### config.mk
export PLATFORM = sky130hd
export DESIGN_NAME = umc_modem_ctrl
export DESIGN_NICKNAME = d
export VERILOG_FILES = /design/src/hdl/umc_pkg.sv /design/src/hdl/umc_modem_ctrl.sv
export SDC_FILE = /design/constraint.sdc
export NUM_CORES = 1
export LEC_CHECK = 0
export BUFFER_PORTS_ARGS = -buffer_cell sky130_fd_sc_hd__buf_2
export CAP_MARGIN = 20
export CELL_PAD_IN_SITES_DETAIL_PLACEMENT = 1
export CELL_PAD_IN_SITES_GLOBAL_PLACEMENT = 2
export CORE_MARGIN = 8
export CORE_UTILIZATION = 43
export DETAILED_ROUTE_END_ITERATION = 7
export GPL_TIMING_DRIVEN = 0
export MAX_ROUTING_LAYER = met4
export PLACE_DENSITY_LB_ADDON = 0.15
export SYNTH_ARGS = -nofsm -noshare
export SYNTH_HDL_FRONTEND = slang
export SYNTH_SLANG_ARGS = --single-unit
### constraint.sdc
create_clock -name ref_clk -period 3.32 [get_ports ref_clk]
set_input_delay 0.664 -clock ref_clk [delete_from_list [all_inputs] [get_ports ref_clk]]
set_output_delay 0.664 -clock ref_clk [all_outputs]
set_load 0.01 [all_outputs]
### src/hdl/umc_pkg.sv
// Purpose: constants for the serial-port modem-control block
// Assumes: 250 MHz ref_clk, plain register port, two ports
// Notes:   register offsets below are local choices
//
// Notes on behaviour
// send request pin low when control bit 1
// send request high during hardware reset
// loop mode forces send request inactive
// reset release samples port2 strap, picks base
// terminal ready pin low when control bit 0
// terminal ready high during hardware reset
// loop mode forces terminal ready inactive
// status bit 4 is inverted clear to send
// clear to send rise sets status bit 0
// clear to send never touches transmitter
// status bit 5 is inverted set ready
// set ready rise sets status bit 1
// status bit 7 is inverted carrier detect
// carrier detect rise sets status bit 3
// status bit 6 is inverted ring indicator
// ring indicator rise sets status bit 2
// enable bit 3 raises interrupt on changes
// status read clears deltas and interrupt
package umc_pkg;
	// ======================================================
	// register map (index per port = offset + 8*port)
	localparam logic [3:0] UMC_OFS_MCR  = 4'h0; // modem control
	localparam logic [3:0] UMC_OFS_MSR  = 4'h1; // modem status
	localparam logic [3:0] UMC_OFS_IER  = 4'h2; // interrupt enable
	localparam logic [3:0] UMC_OFS_ISTS = 4'h3; // sticky events
	localparam logic [3:0] UMC_OFS_IMSK = 4'h4; // event mask
	localparam logic [3:0] UMC_OFS_CFG  = 4'h5; // strap readback
	localparam int         UMC_PORT_SEL = 3;    // address bit: port
	// ======================================================
	// field positions
	localparam int UMC_MCR_DTR  = 0;
	localparam int UMC_MCR_RTS  = 1;
	localparam int UMC_MCR_LOOP = 4;
	localparam int UMC_IER_MS   = 3;
	localparam int UMC_MSR_DCTS = 0;
	localparam int UMC_MSR_DDSR = 1;
	localparam int UMC_MSR_TERI = 2;
	localparam int UMC_MSR_DDCD = 3;
	localparam int UMC_MSR_CTS  = 4;
	localparam int UMC_MSR_DSR  = 5;
	localparam int UMC_MSR_RI   = 6;
	localparam int UMC_MSR_DCD  = 7;
	localparam int UMC_IST_MS   = 0; // event: modem status change
	// ======================================================
	// reset values and bases
	localparam logic [7:0]  UMC_RST_BYTE = 8'h00;
	localparam logic [11:0] UMC_BASE_LO  = 12'h3F0;
	localparam logic [11:0] UMC_BASE_HI  = 12'h370;
endpackage

### src/hdl/umc_modem_ctrl.sv
// Purpose: modem control and status for two serial ports
// Assumes: pins synchronous to ref_clk
// Notes:   modem status inputs are active low; one interrupt per port
`timescale 1ns/1ps
module umc_modem_ctrl
	import umc_pkg::*;
(
	// clock and reset
	input  wire logic        ref_clk,
	input  wire logic        arst_n,
	// register port
	input  wire logic [3:0]  reg_addr,
	input  wire logic [7:0]  reg_wdata,
	input  wire logic        reg_wr,
	input  wire logic        reg_rd,
	output logic      [7:0]  reg_rdata,
	// modem pins, index 0 = port 1
	output logic      [1:0]  send_request_n,
	output logic      [1:0]  terminal_ready_n,
	input  wire logic        port2_strap_in,
	input  wire logic [1:0]  clear_to_send_n,
	input  wire logic [1:0]  set_ready_n,
	input  wire logic [1:0]  carrier_detect_n,
	input  wire logic [1:0]  ring_indicator_n,
	// configuration and interrupts
	output logic      [11:0] config_base_strap,
	output logic      [1:0]  irq
);
	// ======================================================
	// state
	typedef struct packed {
		logic [1:0][7:0] modem_control_reg;   // modem control
		logic [1:0][3:0] delta; // change bits
		logic [1:0][3:0] prev;  // last pin levels, inverted
		logic [1:0][7:0] ier;   // interrupt enable
		logic [1:0][7:0] ists;  // sticky events
		logic [1:0][7:0] imsk;  // event mask
		logic            strap_done;
		logic            strap;
		logic [7:0]      rdata;
	} umc_state_type;

	umc_state_type st_reg;  // registered state
	umc_state_type st_next; // next state

	logic [1:0][3:0] cur; // inverted pins: cts,dsr,ri,dcd in msr order

	// pick a register at its offset
	function automatic logic hit(input logic [3:0] a,
		input logic [3:0] ofs);
		hit = (a[2:0] == ofs[2:0]);
	endfunction

	// ======================================================
	// next state
	always_comb begin
		logic p;
		logic [1:0][3:0] rise;
		logic [1:0]      change;
		// locals start defined on every pass
		rise = '0;
		change = '0;
		p = reg_addr[UMC_PORT_SEL];
		st_next = st_reg;
		for (int i = 0; i < 2; i++) begin
			// inverted pins in delta bit order 0..3
			cur[i] = {~carrier_detect_n[i], ~ring_indicator_n[i],
				~set_ready_n[i], ~clear_to_send_n[i]};
			// pin low->high = cur high->low
			rise[i] = st_reg.prev[i] & ~cur[i];
			change[i] = |(st_reg.prev[i] ^ cur[i]);
			st_next.prev[i] = cur[i];
		end
		// status read clears deltas and pending
		if (reg_rd && hit(reg_addr, UMC_OFS_MSR)) begin
			st_next.delta[p] = 4'h0;
			st_next.ists[p][UMC_IST_MS] = 1'b0;
		end
		// register writes
		if (reg_wr) begin
			if (hit(reg_addr, UMC_OFS_MCR))
				st_next.modem_control_reg[p] = reg_wdata;
			if (hit(reg_addr, UMC_OFS_IER))
				st_next.ier[p] = reg_wdata;
			if (hit(reg_addr, UMC_OFS_IMSK))
				st_next.imsk[p] = reg_wdata;
			if (hit(reg_addr, UMC_OFS_ISTS))
				st_next.ists[p] = st_reg.ists[p] & ~reg_wdata;
		end
		// sets win over clears
		for (int i = 0; i < 2; i++) begin
			st_next.delta[i] = st_next.delta[i] | rise[i];
			// change raises event when enabled
			if (change[i] && st_reg.ier[i][UMC_IER_MS])
				st_next.ists[i][UMC_IST_MS] = 1'b1;
		end
		// catch strap at first edge after release
		if (!st_reg.strap_done) begin
			st_next.strap_done = 1'b1;
			st_next.strap = port2_strap_in;
		end
		// read data, valid in cycle after strobe
		st_next.rdata = UMC_RST_BYTE;
		if (reg_rd) begin
			if (hit(reg_addr, UMC_OFS_MCR))
				st_next.rdata = st_reg.modem_control_reg[p];
			else if (hit(reg_addr, UMC_OFS_MSR))
				// level bits inverted pins
				st_next.rdata = {cur[p][3], cur[p][2], cur[p][1],
					cur[p][0], st_reg.delta[p]};
			else if (hit(reg_addr, UMC_OFS_IER))
				st_next.rdata = st_reg.ier[p];
			else if (hit(reg_addr, UMC_OFS_ISTS))
				st_next.rdata = st_reg.ists[p];
			else if (hit(reg_addr, UMC_OFS_IMSK))
				st_next.rdata = st_reg.imsk[p];
			else if (hit(reg_addr, UMC_OFS_CFG))
				st_next.rdata = {7'h00, st_reg.strap};
		end
	end

	// ======================================================
	// state register
	always_ff @(posedge ref_clk or negedge arst_n) begin
		if (!arst_n) begin
			st_reg <= '0;
		end else begin
			st_reg <= st_next;
		end
	end

	// ======================================================
	// outputs
	// no transmit gating exists here
	always_comb begin
		for (int i = 0; i < 2; i++) begin
			// low when bit set, high in reset or loop
			send_request_n[i] = !(arst_n && st_reg.modem_control_reg[i][UMC_MCR_RTS]
				&& !st_reg.modem_control_reg[i][UMC_MCR_LOOP]);
			// same for terminal ready
			terminal_ready_n[i] = !(arst_n && st_reg.modem_control_reg[i][UMC_MCR_DTR]
				&& !st_reg.modem_control_reg[i][UMC_MCR_LOOP]);
			irq[i] = |(st_reg.ists[i] & st_reg.imsk[i]);
		end
		config_base_strap = st_reg.strap ? UMC_BASE_HI : UMC_BASE_LO;
		reg_rdata = st_reg.rdata;
	end

	// ======================================================
	// checks
	// pin follows control bit
	a_rts_follow: assert property (@(posedge ref_clk) disable iff (!arst_n)
		!st_reg.modem_control_reg[0][UMC_MCR_LOOP] |-> send_request_n[0] ==
		!st_reg.modem_control_reg[0][UMC_MCR_RTS]) else $error("rts wrong");
	// loop holds pin high
	a_rts_loop: assert property (@(posedge ref_clk) disable iff (!arst_n)
		st_reg.modem_control_reg[1][UMC_MCR_LOOP] |-> send_request_n[1])
		else $error("rts in loop");
	// terminal ready
	a_dtr_follow: assert property (@(posedge ref_clk) disable iff (!arst_n)
		terminal_ready_n[0] == !(st_reg.modem_control_reg[0][UMC_MCR_DTR] &&
		!st_reg.modem_control_reg[0][UMC_MCR_LOOP])) else $error("dtr wrong");
	// rise sets delta
	a_cts_delta: assert property (@(posedge ref_clk) disable iff (!arst_n)
		$rose(clear_to_send_n[0]) && st_reg.strap_done |=>
		st_reg.delta[0][UMC_MSR_DCTS]) else $error("no delta");
	// read clears deltas
	a_read_clear: assert property (@(posedge ref_clk) disable iff (!arst_n)
		reg_rd && reg_addr == {1'b0, UMC_OFS_MSR[2:0]} &&
		$stable(cur[0]) |=> st_reg.delta[0] == 4'h0)
		else $error("no clear");
	// status level bit
	a_msr_cts: assert property (@(posedge ref_clk) disable iff (!arst_n)
		reg_rd && reg_addr == {1'b0, UMC_OFS_MSR[2:0]} |=>
		reg_rdata[UMC_MSR_CTS] == !$past(clear_to_send_n[0]))
		else $error("cts level");
	// change raises interrupt
	a_ms_irq: assert property (@(posedge ref_clk) disable iff (!arst_n)
		st_reg.ier[0][UMC_IER_MS] && st_reg.imsk[0][UMC_IST_MS] &&
		$changed(set_ready_n[0]) && st_reg.strap_done ##1 !reg_wr
		|-> irq[0]) else $error("no irq");
	// strap sets base
	a_strap_base: assert property (@(posedge ref_clk) disable iff (!arst_n)
		$rose(st_reg.strap_done) |-> config_base_strap ==
		($past(port2_strap_in) ? UMC_BASE_HI : UMC_BASE_LO))
		else $error("strap base");
	// second port set ready rise sets delta
	a_dsr_delta: assert property (@(posedge ref_clk) disable iff (!arst_n)
		$rose(set_ready_n[1]) && st_reg.strap_done |=>
		st_reg.delta[1][UMC_MSR_DDSR]) else $error("no dsr delta");
	// second port carrier level bit
	a_msr_dcd: assert property (@(posedge ref_clk) disable iff (!arst_n)
		reg_rd && reg_addr == {1'b1, UMC_OFS_MSR[2:0]} |=>
		reg_rdata[UMC_MSR_DCD] == !$past(carrier_detect_n[1]))
		else $error("dcd level");
	// loop holds terminal ready high
	a_dtr_loop: assert property (@(posedge ref_clk) disable iff (!arst_n)
		st_reg.modem_control_reg[1][UMC_MCR_LOOP] |-> terminal_ready_n[1])
		else $error("dtr in loop");
	c_irq: cover property (@(posedge ref_clk) disable iff (!arst_n)
		$rose(irq[0]));
	c_strap_hi: cover property (@(posedge ref_clk) disable iff (!arst_n)
		config_base_strap == UMC_BASE_HI);
	c_loop: cover property (@(posedge ref_clk) disable iff (!arst_n)
		st_reg.modem_control_reg[0][UMC_MCR_LOOP] && st_reg.modem_control_reg[0][UMC_MCR_RTS]);
	c_delta: cover property (@(posedge ref_clk) disable iff (!arst_n)
		st_reg.delta[1] == 4'hF);
endmodule // umc_modem_ctrl

==> flow_metrics.env <==
export IMPL_final_cell_mix="90 x dfrtp_1, 58 x mux2_2, 44 x buf_2"
export IMPL_cts_root_buffer="clkbuf_8"
export IMPL_yosysWarnings=0
export IMPL_arrival_ns=1.88
export IMPL_fmax_mhz=393
export IMPL_grt_ovfl_total=0
export IMPL_ctsResizeCount=0
export IMPL_largest_register_ffs=82
export IMPL_rows=37
export IMPL_hold_path_class="input pin to async pin"
export IMPL_grt_setup_unrepaired="no"
export IMPL_drt_iter0_drc=109
export IMPL_start_util_pct=43.4
export IMPL_synth_compound_area_share_pct=10.2
export IMPL_die_area_um2=13700
export IMPL_synth_simple_gate_area_share_pct=8.79
export IMPL_synth_edf_count=0
export IMPL_required_ns=2.66
export IMPL_r2r_setup_slack_ns=1.95
export IMPL_synth_top_area_share_pct=51.4
export IMPL_fillers=1119
export IMPL_final_common_cell="dfrtp_1"
export IMPL_finalSetupViolCount=0
export IMPL_core_area_um2=10100
export IMPL_vias_per_cell=5.35
export IMPL_grt_pass1_vias=3227
export IMPL_setup_tns_ns=0
export IMPL_dp_cells=540
export IMPL_crit_fanout=56
export IMPL_power_leakage_nw=2.31
export IMPL_reg2reg_depth=4
export IMPL_synth_xor_area_share_pct=0
export IMPL_syn_inst=356
export IMPL_cp_start_kind="input pin"
export IMPL_grt_antenna_before_repair=0
export IMPL_hold_viol=0
export IMPL_finalNonFillerCells=555
export IMPL_synth_top_family_by_area="multiplexers"
export IMPL_async_reset_ff_share_pct=100
export IMPL_slowest_delay_ns=0.42
export IMPL_numCtsBuffers=9
export IMPL_area_growth_pct=13.5
export IMPL_post_route_period_util_pct=76.6
export IMPL_antennaDiodeCount=0
export IMPL_timing_slew_headroom_pct=57.7
export IMPL_clockBufferDepth=2
export IMPL_die_x_um=117
export IMPL_htreeDepth=3
export IMPL_yosysSeqAreaShare_pct=51.4
export IMPL_reg2reg_from="st_reg[10]$_DFFE_PN0P_"
export IMPL_peakVddDrop_mv=0.249
export IMPL_path_delay_family="buffers and inverters"
export IMPL_finalWirelength_um=11800
export IMPL_drc=0
export IMPL_cts_tree="built"
export IMPL_portBuffers=37
export IMPL_tightest_slew_ns=0.632
export IMPL_maxCapViolations=0
export IMPL_die_y_um=117
export IMPL_cts_clk_slew_worst_paths_ns=0.08
export IMPL_drtPass1Iterations=4
export IMPL_post_cts_buffers=0
export IMPL_io_pins=51
export IMPL_crit_slowest_cell="buf_4"
export IMPL_wl_per_cell_um=21.2
export IMPL_dp_hpwl_um=8580
export IMPL_holdBufCountCts=0
export IMPL_clock_sinks=90
export IMPL_worstSkewPairLatency_ns=0.36
export IMPL_yosys_area_share_adder_pct=2.28
export IMPL_worstPathCellList="buf_4 > buf_16 > nor2b_1 > nand2_1 > buf_2"
export IMPL_fin_skew_ns=0.00797
export IMPL_crit_type="input pin to output pin"
export IMPL_r2r_end="reg_rdata[0]$_DFF_PN0_"
export IMPL_yosys_area_top_type="dfrtp_1"
export IMPL_synth_main_ff_cell="dfrtp_1"
export IMPL_finalPower_w=0.00251
export IMPL_powerDensity_nw_per_um2=504
export IMPL_finalMaxSlewViolations=0
export IMPL_place_congestion=0.795
export IMPL_grt_max_degree=57
export IMPL_startpoint="arst_n"
export IMPL_crit_buf_inv=3
export IMPL_num_vias=2971
export IMPL_drive_gt1_share_pct=36.3
export IMPL_synth_area_um2=4380
export IMPL_avgSynthCellArea_um2=12.3
export IMPL_synthMuxAreaShare_pct=21.5
export IMPL_grt_pass1_wl_um=18400
export IMPL_grt_usage_pct=19.0
export IMPL_synth_area_leaders="dfrtp_1 51%, mux2_2 15%, mux2i_1 4.6%, buf_4 3.8%, ha_1 2.3%"
export IMPL_yosys_cell_types_count=37
export IMPL_ys_ff_latch=90
export IMPL_endpoint_kind="output pin"
export IMPL_final_nets=448
export IMPL_outcome="finished, final reports clean"
export IMPL_min_period_ns=2.54
export IMPL_ant_nets=0
-- cell families (layout without fill, tap and decap cells) --
group	after synthesis	in the layout
multiplexers	82	82
other	2	12
AO/OA/AOI/OAI	64	64
AND/OR/NAND/NOR	68	68
adder cells (fa/ha/maj)	8	8
flip-flops	90	90
buffers and inverters	42	95
-- stage by stage --
stage	area, µm²	hold WS [ns]	setup WS [ns]	util, %
CTS	4980	0.270	0.736	49.3
detailed placement	4810	0.469	0.738	47.6
global placement	4780	0.461	-0.0836	47.3
global route	4980	0.294	0.607	49.3
floorplan	4420	0.368	1.38	-
finish	4980	0.273	0.776	49.3
-- final cells by class --
cell class | count | area (µm²) | area share (%)
inverter | 11 | 41.3 | 0.830
multi-input combinational | 234 | 1920 | 38.6
sequential | 90 | 2250 | 45.2
clock buffer | 12 | 155 | 3.12
tap | 136 | 170 | 3.42
buffer | 31 | 209 | 4.20
timing repair buffer | 38 | 215 | 4.32
clock inverter | 3 | 15.0 | 0.302
-- synthesized netlist by cell type, types with 2 or more instances --
cell type,number
nand2b_1,10
nor2b_1,4
mux2_2,58
mux4_2,4
nor3b_2,2
o21a_1,7
nand2_1,21
a211oi_1,4
a22oi_1,12
buf_4,22
buf_2,8
and3_1,2
inv_1,11
a21oi_1,9
o22ai_1,3
nor2_1,14
dfrtp_1,90
nor3_4,3
a21boi_0,7
ha_1,8
mux2i_1,20
nand4_1,5
conb_1,2
a21o_1,8
nand2_2,2
o211ai_1,5
o21ai_0,5
-- per-layer routing --
metal / GRT usage [%] / up-vias / wire, µm
met5: - / - / 0
met1: 23.9 / 1531 / 5270
met4: 6.57 / 0 / 180
li1: - / 1366 / -
met3: 2.98 / 16 / 430
met2: 30.9 / 58 / 5870
-- worst max-delay path by stage --
| stage | slack, ns | endpoint | cells after the start |
|---|---|---|---|
| after global placement | -0.08 | send_request_n[1] | 4 |
| after detailed placement | 0.74 | send_request_n[1] | 5 |
| final | 0.78 | send_request_n[1] | 5 |
| after global routing | 0.61 | send_request_n[1] | 5 |
| after CTS | 0.74 | send_request_n[1] | 5 |
| after floorplan | 1.38 | st_reg[18]$_DFFE_PN0P_ | 5 |
-- report_power, final --
group | internal [W] | total, W | switching [W] | leakage (nW)
Clock | 0.000306 | 0.000686 | 0.000380 | 0.0920
Combinational | 0.000241 | 0.000467 | 0.000226 | 1.12
Sequential | 0.00125 | 0.00136 | 0.000103 | 1.10
No activity file was read; power rests on OpenSTA's default activity.
